--- src/mdss_pkg.sv ---
// Constants, command codes and tables of the setting-select block
//
// Overview of operation
// - Each of frame size, smooth drive, standstill current, excitation and operating current comes from its pin or from SPI, chosen by its own source bit.
// - After reset smooth drive, standstill current and operating current use SPI, while frame size and excitation use the pins.
// - The size code takes effect only when the apply command arrives over SPI while the block is in the setting state.
// - An untouched size setting reads as all bits high.
// - For a 2-phase motor the codes HHH, HHL, HLH, HLL, LHH, LHL give 0.5, 0.6, 1.5, 2.3, 2.3 and 2.8 A per phase.
// - For a 5-phase motor the same codes give 0.35, 0.75, 1.2, 1.4, 1.8 and 2.4 A per phase.
// - Applying any other size code in the setting state raises the command-execution-disabled alarm and the setting is not accepted.
// - With pin source, smooth drive is on while its pin is high and off while low.
// - The block is an SPI slave taking clock, data in and an active-low select, and returning data out.
`default_nettype none
package mdss_pkg;

    // SPI word layout
    localparam int          FRAME_BITS = 16;
    localparam int          CMD_MSB    = 15;
    localparam int          CMD_LSB    = 8;
    localparam int          DAT_MSB    = 7;

    // Command codes
    localparam logic [7:0]  CMD_SETTING    = 8'h01;
    localparam logic [7:0]  CMD_FRAME_SIZE = 8'h02;
    localparam logic [7:0]  CMD_SMOOTH     = 8'h03;
    localparam logic [7:0]  CMD_STANDSTILL = 8'h04;
    localparam logic [7:0]  CMD_EXCITE     = 8'h05;
    localparam logic [7:0]  CMD_OPERATING_CURRENT_COMMAND   = 8'h06;
    localparam logic [7:0]  CMD_APPLY      = 8'h10;
    localparam logic [7:0]  CMD_DEACTIVATE = 8'h11;
    localparam logic [7:0]  CMD_ALARM_CLR  = 8'h12;

    // Source field positions in the setting word, 0 = pin, 1 = SPI
    localparam int          SRC_FRAME      = 0;
    localparam int          SRC_SMOOTH     = 1;
    localparam int          SRC_STANDSTILL = 2;
    localparam int          SRC_EXCITE     = 3;
    localparam int          SRC_RUN        = 4;
    localparam int          SRC_BITS       = 5;
    localparam logic [4:0]  SRC_RESET      = 5'h16;

    // Reset values of the SPI-side settings
    localparam logic [2:0]  SIZE_RESET       = 3'h7;
    localparam logic        SMOOTH_RESET     = 1'b1;
    localparam logic        STANDSTILL_RESET = 1'b1;
    localparam logic        EXCITE_RESET     = 1'b0;
    localparam logic [7:0]  RUN_RESET        = 8'hFF;

    // Lowest legal size code; legal codes run from all-high downward
    localparam logic [2:0]  SIZE_MIN = 3'h2;
    localparam logic [2:0]  SIZE_TOP = 3'h7;
    localparam int          N_SIZES  = 6;

    // Rated current in mA, indexed by all-high code minus size code
    localparam logic [11:0] RATED_2PH [N_SIZES] = '{
        12'h1F4, 12'h258, 12'h5DC, 12'h8FC, 12'h8FC, 12'hAF0};
    localparam logic [11:0] RATED_5PH [N_SIZES] = '{
        12'h15E, 12'h2EE, 12'h4B0, 12'h578, 12'h708, 12'h960};

    typedef enum logic {
        MDSS_SETTING,
        MDSS_OPERATING
    } mdss_state_e;

endpackage
`default_nettype wire

--- src/mdss_word_if.sv ---
// Carrier of received SPI words and the status word sent back
`timescale 1ns/1ps
`default_nettype none
interface mdss_word_if;
    logic        valid;
    logic [15:0] word;
    logic [15:0] status;

    modport rx   (output valid, output word, input  status);
    modport core (input  valid, input  word, output status);
endinterface
`default_nettype wire

--- src/mdss_setting_select.sv ---
// Top: source selection, size capture and apply/alarm handling
`timescale 1ns/1ps
`default_nettype none
module mdss_setting_select #(
    parameter int RUN_W = 8
) (
    // Clock and reset
    input  wire logic             clk_i,
    input  wire logic             nrst_i,
    // SPI pins
    input  wire logic             spi_sck_i,
    input  wire logic             spi_mosi_i,
    input  wire logic             spi_ss_n_i,
    output logic                  spi_miso_o,
    // Setting pins
    input  wire logic             size_sel_bit0_i,
    input  wire logic             size_sel_bit1_i,
    input  wire logic             size_sel_bit2_i,
    input  wire logic             smooth_drive_input_i,
    input  wire logic             standstill_current_input_i,
    input  wire logic             enable_n_i,
    input  wire logic [RUN_W-1:0] analog_current_input_i,
    // Motor type strap, high for 5-phase
    input  wire logic             five_phase_i,
    // Effective settings
    output logic                  smooth_drive_o,
    output logic                  standstill_half_o,
    output logic                  excite_o,
    output logic [RUN_W-1:0]      operating_current_o,
    output logic [2:0]            size_code_o,
    output logic [11:0]           rated_current_ma_o,
    // State and alarm
    output logic                  operating_o,
    output logic                  cmd_disabled_alarm_o
);

    // Host words carry at most eight bits of operating current
    if (RUN_W < 1 || RUN_W > 8) begin : g_run_w_check
        $error("RUN_W must lie between 1 and 8");
    end

    ////////////////////////////////////////////////////////////////////////

    mdss_word_if wif ();

    mdss_spi_slave u_spi (
        .clk_i      (clk_i),
        .nrst_i     (nrst_i),
        .spi_sck_i  (spi_sck_i),
        .spi_mosi_i (spi_mosi_i),
        .spi_ss_n_i (spi_ss_n_i),
        .spi_miso_o (spi_miso_o),
        .wif        (wif)
    );

    ////////////////////////////////////////////////////////////////////////

    logic [mdss_pkg::SRC_BITS-1:0] src_ff;
    logic [2:0]                    spi_size_ff;
    logic                          spi_smooth_ff;
    logic                          spi_standstill_ff;
    logic                          spi_excite_ff;
    logic [RUN_W-1:0]              spi_run_ff;
    logic [2:0]                    size_ff;
    logic [11:0]                   rated_ff;
    logic                          alarm_ff;
    logic                          smooth_ff;
    logic                          standstill_ff;
    logic                          excite_ff;
    logic [RUN_W-1:0]              run_ff;
    mdss_pkg::mdss_state_e         state_ff;
    mdss_pkg::mdss_state_e         nxt_state;

    // Command decode
    // A word acts one clock after the slave raises valid
    wire [7:0] cmd  = wif.word[mdss_pkg::CMD_MSB:mdss_pkg::CMD_LSB];
    wire [7:0] data = wif.word[mdss_pkg::DAT_MSB:0];
    wire is_setting = wif.valid && cmd == mdss_pkg::CMD_SETTING;
    wire is_size    = wif.valid && cmd == mdss_pkg::CMD_FRAME_SIZE;
    wire is_smooth  = wif.valid && cmd == mdss_pkg::CMD_SMOOTH;
    wire is_still   = wif.valid && cmd == mdss_pkg::CMD_STANDSTILL;
    wire is_excite  = wif.valid && cmd == mdss_pkg::CMD_EXCITE;
    wire is_run     = wif.valid && cmd == mdss_pkg::CMD_OPERATING_CURRENT_COMMAND;
    wire is_apply   = wif.valid && cmd == mdss_pkg::CMD_APPLY;
    wire is_deact   = wif.valid && cmd == mdss_pkg::CMD_DEACTIVATE;
    wire is_clr     = wif.valid && cmd == mdss_pkg::CMD_ALARM_CLR;

    // Size source: pin code or last SPI code
    wire [2:0] pin_size = {size_sel_bit2_i, size_sel_bit1_i, size_sel_bit0_i};
    wire [2:0] sel_size = src_ff[mdss_pkg::SRC_FRAME] ? spi_size_ff
                                                      : pin_size;
    // Only codes from the table top down to its lowest entry are legal
    wire       size_ok  = sel_size >= mdss_pkg::SIZE_MIN;
    // Illegal codes index past the table end, but apply_ok masks them
    wire [2:0] size_idx = mdss_pkg::SIZE_TOP - sel_size;
    wire [11:0] rated_lut = five_phase_i ? mdss_pkg::RATED_5PH[size_idx]
                                         : mdss_pkg::RATED_2PH[size_idx];
    wire in_setting = state_ff == mdss_pkg::MDSS_SETTING;
    wire apply_ok   = is_apply && in_setting && size_ok;
    wire apply_bad  = is_apply && in_setting && !size_ok;

    // Live selections of the other four functions
    wire nxt_smooth = src_ff[mdss_pkg::SRC_SMOOTH] ? spi_smooth_ff
                                                   : smooth_drive_input_i;
    wire nxt_still  = src_ff[mdss_pkg::SRC_STANDSTILL]
                    ? spi_standstill_ff : standstill_current_input_i;
    wire excite_req = src_ff[mdss_pkg::SRC_EXCITE] ? spi_excite_ff
                                                   : ~enable_n_i;
    // Excitation is held off in the setting state and under an alarm
    wire nxt_excite = excite_req && !in_setting && !alarm_ff;
    wire [RUN_W-1:0] nxt_run = src_ff[mdss_pkg::SRC_RUN] ? spi_run_ff
                                                   : analog_current_input_i;

    ////////////////////////////////////////////////////////////////////////

    // Apply while operating is ignored; deactivate returns to setting
    always_comb begin
        nxt_state = state_ff;
        unique case (state_ff)
            mdss_pkg::MDSS_SETTING: begin
                if (apply_ok) begin
                    nxt_state = mdss_pkg::MDSS_OPERATING;
                end
            end
            mdss_pkg::MDSS_OPERATING: begin
                if (is_deact) begin
                    nxt_state = mdss_pkg::MDSS_SETTING;
                end
            end
        endcase
    end

    // Host-written values; pins are ignored here while SPI is the source
    always_ff @(posedge clk_i or negedge nrst_i) begin
        if (!nrst_i) begin
            src_ff            <= mdss_pkg::SRC_RESET;
            spi_size_ff       <= mdss_pkg::SIZE_RESET;
            spi_smooth_ff     <= mdss_pkg::SMOOTH_RESET;
            spi_standstill_ff <= mdss_pkg::STANDSTILL_RESET;
            spi_excite_ff     <= mdss_pkg::EXCITE_RESET;
            spi_run_ff        <= RUN_W'(mdss_pkg::RUN_RESET);
        end else begin
            if (is_setting) begin
                src_ff <= data[mdss_pkg::SRC_BITS-1:0];
            end
            if (is_size) begin
                spi_size_ff <= data[2:0];
            end
            if (is_smooth) begin
                spi_smooth_ff <= data[0];
            end
            if (is_still) begin
                spi_standstill_ff <= data[0];
            end
            if (is_excite) begin
                spi_excite_ff <= data[0];
            end
            if (is_run) begin
                spi_run_ff <= data[RUN_W-1:0];
            end
        end
    end

    // Size capture and state
    always_ff @(posedge clk_i or negedge nrst_i) begin
        if (!nrst_i) begin
            state_ff <= mdss_pkg::MDSS_SETTING;
            size_ff  <= mdss_pkg::SIZE_RESET;
            rated_ff <= mdss_pkg::RATED_2PH[0];
        end else begin
            state_ff <= nxt_state;
            if (apply_ok) begin
                size_ff  <= sel_size;
                rated_ff <= rated_lut;
            end
        end
    end

    // Alarm: a new bad apply wins over a clear in the same cycle
    always_ff @(posedge clk_i or negedge nrst_i) begin
        if (!nrst_i) begin
            alarm_ff <= 1'b0;
        end else if (apply_bad) begin
            alarm_ff <= 1'b1;
        end else if (is_clr) begin
            alarm_ff <= 1'b0;
        end
    end

    // Registered effective settings
    always_ff @(posedge clk_i or negedge nrst_i) begin
        if (!nrst_i) begin
            smooth_ff     <= mdss_pkg::SMOOTH_RESET;
            standstill_ff <= mdss_pkg::STANDSTILL_RESET;
            excite_ff     <= 1'b0;
            run_ff        <= RUN_W'(mdss_pkg::RUN_RESET);
        end else begin
            smooth_ff     <= nxt_smooth;
            standstill_ff <= nxt_still;
            excite_ff     <= nxt_excite;
            run_ff        <= nxt_run;
        end
    end

    ////////////////////////////////////////////////////////////////////////

    // Status word returned on the next SPI frame
    assign wif.status = {alarm_ff, !in_setting, excite_ff, smooth_ff,
                         standstill_ff, size_ff, 3'h0, src_ff};

    // Outputs come straight from flip-flops
    assign smooth_drive_o       = smooth_ff;
    assign standstill_half_o    = standstill_ff;
    assign excite_o             = excite_ff;
    assign operating_current_o  = run_ff;
    assign size_code_o          = size_ff;
    assign rated_current_ma_o   = rated_ff;
    assign operating_o          = !in_setting;
    assign cmd_disabled_alarm_o = alarm_ff;

endmodule
`default_nettype wire

--- src/mdss_spi_slave.sv ---
// SPI slave: mode 0, MSB first, fixed 16-bit words
`timescale 1ns/1ps
`default_nettype none
module mdss_spi_slave (
    // Clock and reset
    input  wire logic   clk_i,
    input  wire logic   nrst_i,
    // SPI pins
    input  wire logic   spi_sck_i,
    input  wire logic   spi_mosi_i,
    input  wire logic   spi_ss_n_i,
    output logic        spi_miso_o,
    // Word side
    mdss_word_if.rx     wif
);

    logic        sck_ff;
    logic        ss_n_ff;
    logic [15:0] rx_ff;
    logic [15:0] tx_ff;
    logic [4:0]  cnt_ff;
    logic        valid_ff;
    logic        miso_ff;

    // Pins are synchronous to clk_i, so one stage suffices for edges
    wire rise      = spi_sck_i & ~sck_ff & ~spi_ss_n_i;
    wire fall      = ~spi_sck_i & sck_ff & ~spi_ss_n_i;
    wire sel_start = ~spi_ss_n_i & ss_n_ff;
    wire word_done = rise && (cnt_ff == 5'(mdss_pkg::FRAME_BITS - 1));
    wire [15:0] nxt_rx = {rx_ff[14:0], spi_mosi_i};

    always_ff @(posedge clk_i or negedge nrst_i) begin
        if (!nrst_i) begin
            sck_ff   <= 1'b0;
            ss_n_ff  <= 1'b1;
            rx_ff    <= 16'h0000;
            tx_ff    <= 16'h0000;
            cnt_ff   <= 5'h00;
            valid_ff <= 1'b0;
            miso_ff  <= 1'b0;
        end else begin
            sck_ff   <= spi_sck_i;
            ss_n_ff  <= spi_ss_n_i;
            valid_ff <= word_done;
            if (sel_start) begin
                // Status is frozen at select so the word cannot tear
                tx_ff   <= {wif.status[14:0], 1'b0};
                miso_ff <= wif.status[15];
                cnt_ff  <= 5'h00;
            end else if (rise) begin
                rx_ff  <= nxt_rx;
                cnt_ff <= word_done ? 5'h00 : cnt_ff + 5'h01;
            end else if (fall) begin
                miso_ff <= tx_ff[15];
                tx_ff   <= {tx_ff[14:0], 1'b0};
            end
            if (spi_ss_n_i) begin
                cnt_ff <= 5'h00;
            end
        end
    end

    assign wif.valid  = valid_ff;
    assign wif.word   = rx_ff;
    assign spi_miso_o = miso_ff;

endmodule
`default_nettype wire

--- config.mk ---
export PLATFORM = sky130hd
export DESIGN_NAME = mdss_setting_select
export DESIGN_NICKNAME = d
export VERILOG_FILES = /design/src/mdss_pkg.sv /design/src/mdss_word_if.sv /design/src/mdss_setting_select.sv /design/src/mdss_spi_slave.sv
export SDC_FILE = /design/constraint.sdc
export NUM_CORES = 1
export LEC_CHECK = 0
export BUFFER_PORTS_ARGS = -buffer_cell sky130_fd_sc_hd__buf_2
export CORE_MARGIN = 3
export CORE_UTILIZATION = 40
export CTS_CLUSTER_SIZE = 40
export DETAILED_ROUTE_END_ITERATION = 16
export GPL_TIMING_DRIVEN = 0
export HOLD_SLACK_MARGIN = 0.06
export PLACE_DENSITY = 0.64
export SLEW_MARGIN = 25
export SYNTH_ARGS = -nofsm -noshare
export SYNTH_HDL_FRONTEND = slang
export SYNTH_HIERARCHICAL = 1
export SYNTH_SLANG_ARGS = --single-unit
--- constraint.sdc ---
create_clock -name clk_i -period 2.1 [get_ports clk_i]
set_input_delay 0.42 -clock clk_i [delete_from_list [all_inputs] [get_ports clk_i]]
set_output_delay 0.42 -clock clk_i [all_outputs]
set_load 0.02 [all_outputs]
After elaboration in Yosys (flattened, before gate mapping). Memory sizes are Yosys's and may differ from the RTL's. Cells that the tools add are included.

Add/sub/neg operators: 2. $lt $le $gt $ge: 2. Equality and inequality tests: 11. Multiplexer cells: 25. Bitwise gates (word level): 12. Reduce and logical (&&, ||, !) cells: 22.

Operators with widths (number): 2-to-1 mux 12 bit (5); 2-to-1 mux 16 bit (3); equality test 8 x 3 -> 1 bit, second input constant (3); equality test 8 x 5 -> 1 bit, second input constant (3); 2-to-1 mux 5 bit (4); equality test 8 x 2 -> 1 bit, second input constant (2); logical AND 1 bit (15); 2-to-1 mux 1 bit (10); equality test 8 x 1 -> 1 bit, second input constant (1); 2-to-1 mux 8 bit (1); inverter 1 bit (6); adder 5 x 1 -> 5 bit, second input constant (1); AND 1 bit (5); equality test 5 x 4 -> 1 bit, second input constant (1); greater-or-equal comparator 4 bit, second input constant (1); inverter 3 -> 4 bit (1); AND reduction 2 bit (2); nonzero test 2 bit (2); greater-or-equal comparator 3 x 2 -> 1 bit, second input constant (1); 2-to-1 mux 3 bit (1); nonzero test 3 bit (1); subtractor 3 bit, first input constant (1); logical NOT 1 bit (2); != test 2 bit, second input constant (1); one-hot mux 1 bit (2 select lines) (1).

Bits in registers: 88. Bits in read-only memories: 192. Logic and storage cells: 97. Memories: 2.

Memories: (no name shown) (words 8, width 12, read ports 1, clocked after memory_dff 0, write ports 0, RTL line mdss_setting_select.sv:97) `: mdss_pkg::RATED_2PH[size_idx];`; (no name shown) (words 8, width 12, read ports 1, clocked after memory_dff 0, write ports 0, RTL line mdss_setting_select.sv:96) `wire [11:0] rated_lut = five_phase_i ? mdss_pkg::RATED_5PH[size_idx]`.

Depth between registers and ports, before layout.
Depth after elaboration: 8. Mapped depth: 8. Mapped depth without buffers: 7.

Modules after synthesis. The synthesis kept the hierarchy.

Modules (own cells, without submodules): mdss_setting_select (times used 1, cells each 178, area an instance 2243.4 um^2, seq. area each 1194.9 um^2); mdss_spi_slave (times used 1, cells each 122, area an instance 1803.0 um^2, seq. area each 1002.2 um^2).

Worst setup path after synthesis. No wires, ideal clock.

Path type: flip-flop to flip-flop. Start point: reg src_ff[0] in the netlist's numbering. End point: reg rated_ff[10], in the netlist rated_current_ma_o[10]. Library setup time: 138 ps. Data arrival time: 1982 ps. Data required time: 1962 ps. Setup slack: -20 ps. Cell stages (with the launch flop): 8. Clock period less this slack: 2120 ps. Cells stage by stage: dfrtp_1 > buf_2 > mux2i_1 > inv_1 > ha_1 > nor3b_1 > a2111oi_0 > a21oi_1.

Cells in the longest elaborated chain, start to end: 7. Elaborated cells between the ends (all ways): 12. Those cells by class: 1 x add/sub; 1 x order compare; 6 x mux; 1 x bitwise; 1 x reduce/logical; 2 x memory.

RTL lines: start: declaration (RTL line mdss_setting_select.sv:58) `logic [mdss_pkg::SRC_BITS-1:0] src_ff;`; start signal: assignment (RTL line mdss_setting_select.sv:136) `src_ff <= mdss_pkg::SRC_RESET;`; start signal: assignment (RTL line mdss_setting_select.sv:144) `src_ff <= data[mdss_pkg::SRC_BITS-1:0];`; 2-to-1 mux 3 bit (*) (RTL line mdss_setting_select.sv:90) `wire [2:0] sel_size = src_ff[mdss_pkg::SRC_FRAME] ? spi_size_ff`; via sel_size[0] (RTL line mdss_setting_select.sv:90); subtractor 3 bit (RTL line mdss_setting_select.sv:95) `wire [2:0] size_idx = mdss_pkg::SIZE_TOP - sel_size;`; inverter 3 -> 4 bit (implied by the code) (RTL line mdss_setting_select.sv:96, mdss_setting_select.sv:97); memory (8 x 12 bit) (on tied branches); 2-to-1 mux 12 bit (on tied branches) (2 in a row) (RTL line mdss_setting_select.sv:97, mdss_setting_select.sv:96); 2-to-1 mux 12 bit (RTL line mdss_setting_select.sv:96); end signal: assignment (RTL line mdss_setting_select.sv:169) `rated_ff <= mdss_pkg::RATED_2PH[0];`; end signal: assignment (RTL line mdss_setting_select.sv:174) `rated_ff <= rated_lut;`; end: declaration (RTL line mdss_setting_select.sv:65) `logic [11:0] rated_ff;`.

Mark *: on every way through the listed nets, which the timed path passes. The rest lies on a longest branch. The select of a mux whose other input is x is not followed. A chain may end at the register's enable or synchronous reset.

Worst setup path in the final report.
Start point: reg src_ff[0] in the netlist's numbering. End point: reg rated_ff[5], in the netlist rated_current_ma_o[5].

Cells in the longest elaborated chain, start to end: 7. Elaborated cells between the ends (all ways): 12. Those cells by class: 1 x add/sub; 1 x order compare; 6 x mux; 1 x bitwise; 1 x reduce/logical; 2 x memory.

RTL lines (RTL line): 2-to-1 mux 3 bit (*) (mdss_setting_select.sv:90); subtractor 3 bit (mdss_setting_select.sv:95); inverter 3 -> 4 bit (implied by the code) (mdss_setting_select.sv:96, mdss_setting_select.sv:97); memory (8 x 12 bit) (on tied branches); 2-to-1 mux 12 bit (on tied branches) (2 in a row) (mdss_setting_select.sv:97, mdss_setting_select.sv:96); 2-to-1 mux 12 bit (mdss_setting_select.sv:96).

Mark *: on every way between the ends. The rest lies on a longest branch, timed or not. The select of a mux whose other input is x is not followed.

==> metrics <==
htree depth 3; Mapped Avg Cell Area 13.5 um^2; drt via density 4.95; Initial Utilization 0.412; Critical Path AT 2270 ps; largest net degree at the start of global routing 45; Final Util 0.482; cell chain of the critical path clkbuf_4, o32ai_4, or2_2, clkbuf_1, clkbuf_4, mux2_2; Max clock buf depth 2; Worst Reg-to-Reg Cells 6; IO Port Bufs 46; core area 9820 um^2; die area 11400 um^2; Setup-failing EPs final 0; nets 389; class of the worst hold path in2reg; hold path depth 1; CTS sink count 86; Fmax 504 MHz; DIE WIDTH 107 um; DRT Wirelength 7.44 mm; min Tclk post-route 1980 ps; antenna violations before repair 0; layout cells sized above 1 0.552; Synth cell types 43; PwrDens 728 nW/um^2; global-route wire length before repair 12.9 mm; GRT Util Overall 0.143; hold endpoint u_spi/ss_n_ff$_DFF_PN1_; Overflow after GRT 0; root buf cell clkbuf_8; Crit. End Element register; I/O pin count 49; Clock Skew 11.4 ps; Hold Fails Final Rpt 0; Syn Inst Count 300; VDD IR max 0.374 mV; Seq/Total Area, Yosys 0.543; CTS tree built; number of global-route vias before repair 2515; R2R setup slack 120 ps; Crit-path slowest cell dfrtp_1; WP data required 2390 ps; outcome complete, no violations; DP HPWL 5.21 mm; clk slew on worst S/H paths 100 ps; Final Instance Area 4730 um^2; r2r endpoint rated_current_ma_o[5]$_DFFE_PN1P_; Critical Path Start Type register; 1st-pass router iterations 4; placer congestion estimate 0.790; max-cap violations 0; Top cell by count, worst path clkbuf_4; initial DRC count 123; Setup Crit Path Kind reg2reg; CP Buf/Inv Count 3; Hold Startpoint spi_ss_n_i; Post-Place Setup Slack -268 ps; Antenna diodes 0; via count 2480; Num CTS Buffers 9; setup ws final 117 ps; slew margin rel. 0.638; Final Max Tran Viols 0; clk_lat worst skew 360 ps; RSZ-0062 raised after global routing true; remaining antenna violation count 0; Power, Total 3450 uW; worst setup path startpoint src_ff[0]$_DFFE_PN0P_; routed length per instance 14.9 um; Yosys top cell area share 0.309; Syn Std Cell Area 4050 um^2; worst-margin pin slew 528 ps; crit-path max cell delay 380 ps; DR DRC count 0; leading area contributor after synthesis dfrtp_1; synth top area cells dfrtp_1 (31%), dfstp_2 (23%), mux2_2 (18%); LEAKAGE 0.00215 uW; Final period util 0.944; dpl cell area 4480 um^2; Layout area overhead 16.9%; R2R Path Start src_ff[0]$_DFFE_PN0P_; synthesis-stage register bit count 86; Core Rows 36; Synth warnings 6; crit path max fanout 10; chip height 107 um; Top delay family on crit path buffers and inverters
## cells by family (layout without fill, tap and decap cells)
kind of cell | count (synthesis) | after routing | synth area share
AOI/OAI and AO/OA | 37 | 37 | 0.0532
xor gates and xnor gates | 3 | 3 | 0.00649
adders and majority gates | 6 | 6 | 0.0186
buffers and inverters | 23 | 88 | 0.0328
DFF | 86 | 86 | 0.543
muxes | 87 | 87 | 0.257
other | 1 | 4 | 0.000927
and+or+nand+nor | 57 | 57 | 0.0878
## per-layer routing
layer / global-route usage / wire length, um / vias to the layer above
met4: 0.0411 / 53 / 0
met5: 0 / 0 / -
met2: 0.216 / 3450 / 42
met1: 0.204 / 3660 / 1240
met3: 0.0391 / 281 / 5
li1: - / - / 1193
## layout make-up
type,instances,area [um^2]
buffer,16,111
clock buffer,9,124
clock inverter,7,73.8
fill,927,5090
inverter,7,26.3
multi-input combinational,194,1760
sequential,86,2200
tap,133,166
timing repair buffer,49,270
## flip-flops by register name (all words and copies together), names as in the netlist, 3 cells and up
register,flops
operating_current_o,8
rated_current_ma_o,11
size_code_o,3
spi_run_ff,8
spi_size_ff,3
src_ff,5
u_spi/cnt_ff,5
u_spi/tx_ff,15
u_spi/wif.word,16
## worst max-delay path by stage
stage / endpoint / slack, ps / cells past startpoint
global placement: rated_current_ma_o[10]$_DFFE_PN0P_ / -240 / 7
floorplan: rated_current_ma_o[10]$_DFFE_PN0P_ / 110 / 7
finish: rated_current_ma_o[5]$_DFFE_PN1P_ / 120 / 6
global route: rated_current_ma_o[7]$_DFFE_PN1P_ / -2 / 6
detailed placement: rated_current_ma_o[10]$_DFFE_PN0P_ / -270 / 7
CTS: rated_current_ma_o[10]$_DFFE_PN0P_ / 10 / 7
## layout by cell type, fill, tap and decap left out, types with 2 or more instances in the layout
cell type   n
a21oi_1     9
buf_4       4
nor2b_1     3
clkbuf_4    2
nand2b_1    8
dfstp_2    36
nand4_1     2
buf_2      47
buf_6       3
mux2i_1     3
dfrtp_1    50
inv_6       2
a31oi_1     2
clkinv_4    2
nand3b_1    3
clkbuf_8    9
conb_1      4
nor3_1      3
mux2_4     18
nand4b_1    2
nor3b_1     2
ha_1        6
nand2_1    12
inv_1       7
o211ai_1    2
nand3_1     4
nor4_1      2
xor2_1      3
or4_1       2
clkbuf_1    6
mux2_2     64
o21ai_0    20
inv_8       2
nor2_1      5
## power breakdown
part | internal, uW | switching [uW] | total [uW] | leakage, uW
Sequential | 1790 | 95.3 | 1890 | 0.00103
Clock | 469 | 681 | 1150 | 0.000101
Combinational | 223 | 186 | 410 | 0.00102
## synthesized netlist by cell type (all sizes together)
cell and number:
and3 1, o32ai 1, a2111oi 1, nand2 12, buf 10, or3 1
nor2b 3, and4bb 1, o21ai 20, nand4 2, mux2i 5, ha 6
nor3 4, a21oi 10, a22o 1, a31oi 2, xor2 3, nand3b 4
nor3b 2, nand2b 8, dfrtp 50, nand4b 2, nor2 6, nand3 4
o211ai 2, inv 7, dfstp 36, or4b 1, conb 1, mux2 82
nor4 2, or2 2, or4 2, clkbuf 6
## stage by stage
step / cells / setup TNS (ps) / hold WS [ps]
after floorplan: 303 / 0 / 124
final: 501 / 0 / 204
after global routing: 501 / -2.26 / 175
after global placement: 482 / -3540 / 445
after CTS: 501 / 0 / 187
after detailed placement: 483 / -406 / 444
## repair_timing
| action | CTS | global route |
|---|---|---|
| gates resized for setup | 3 | 4 |
| pin swaps | 0 | 1 |
| hold endpoints to repair | 2 | 0 |
| buffers inserted | 1 | 0 |
| endpoints found under the setup margin | 5 | 6 |
| hold buffers | 1 | 0 |
(Power assumes the default switching activity.)
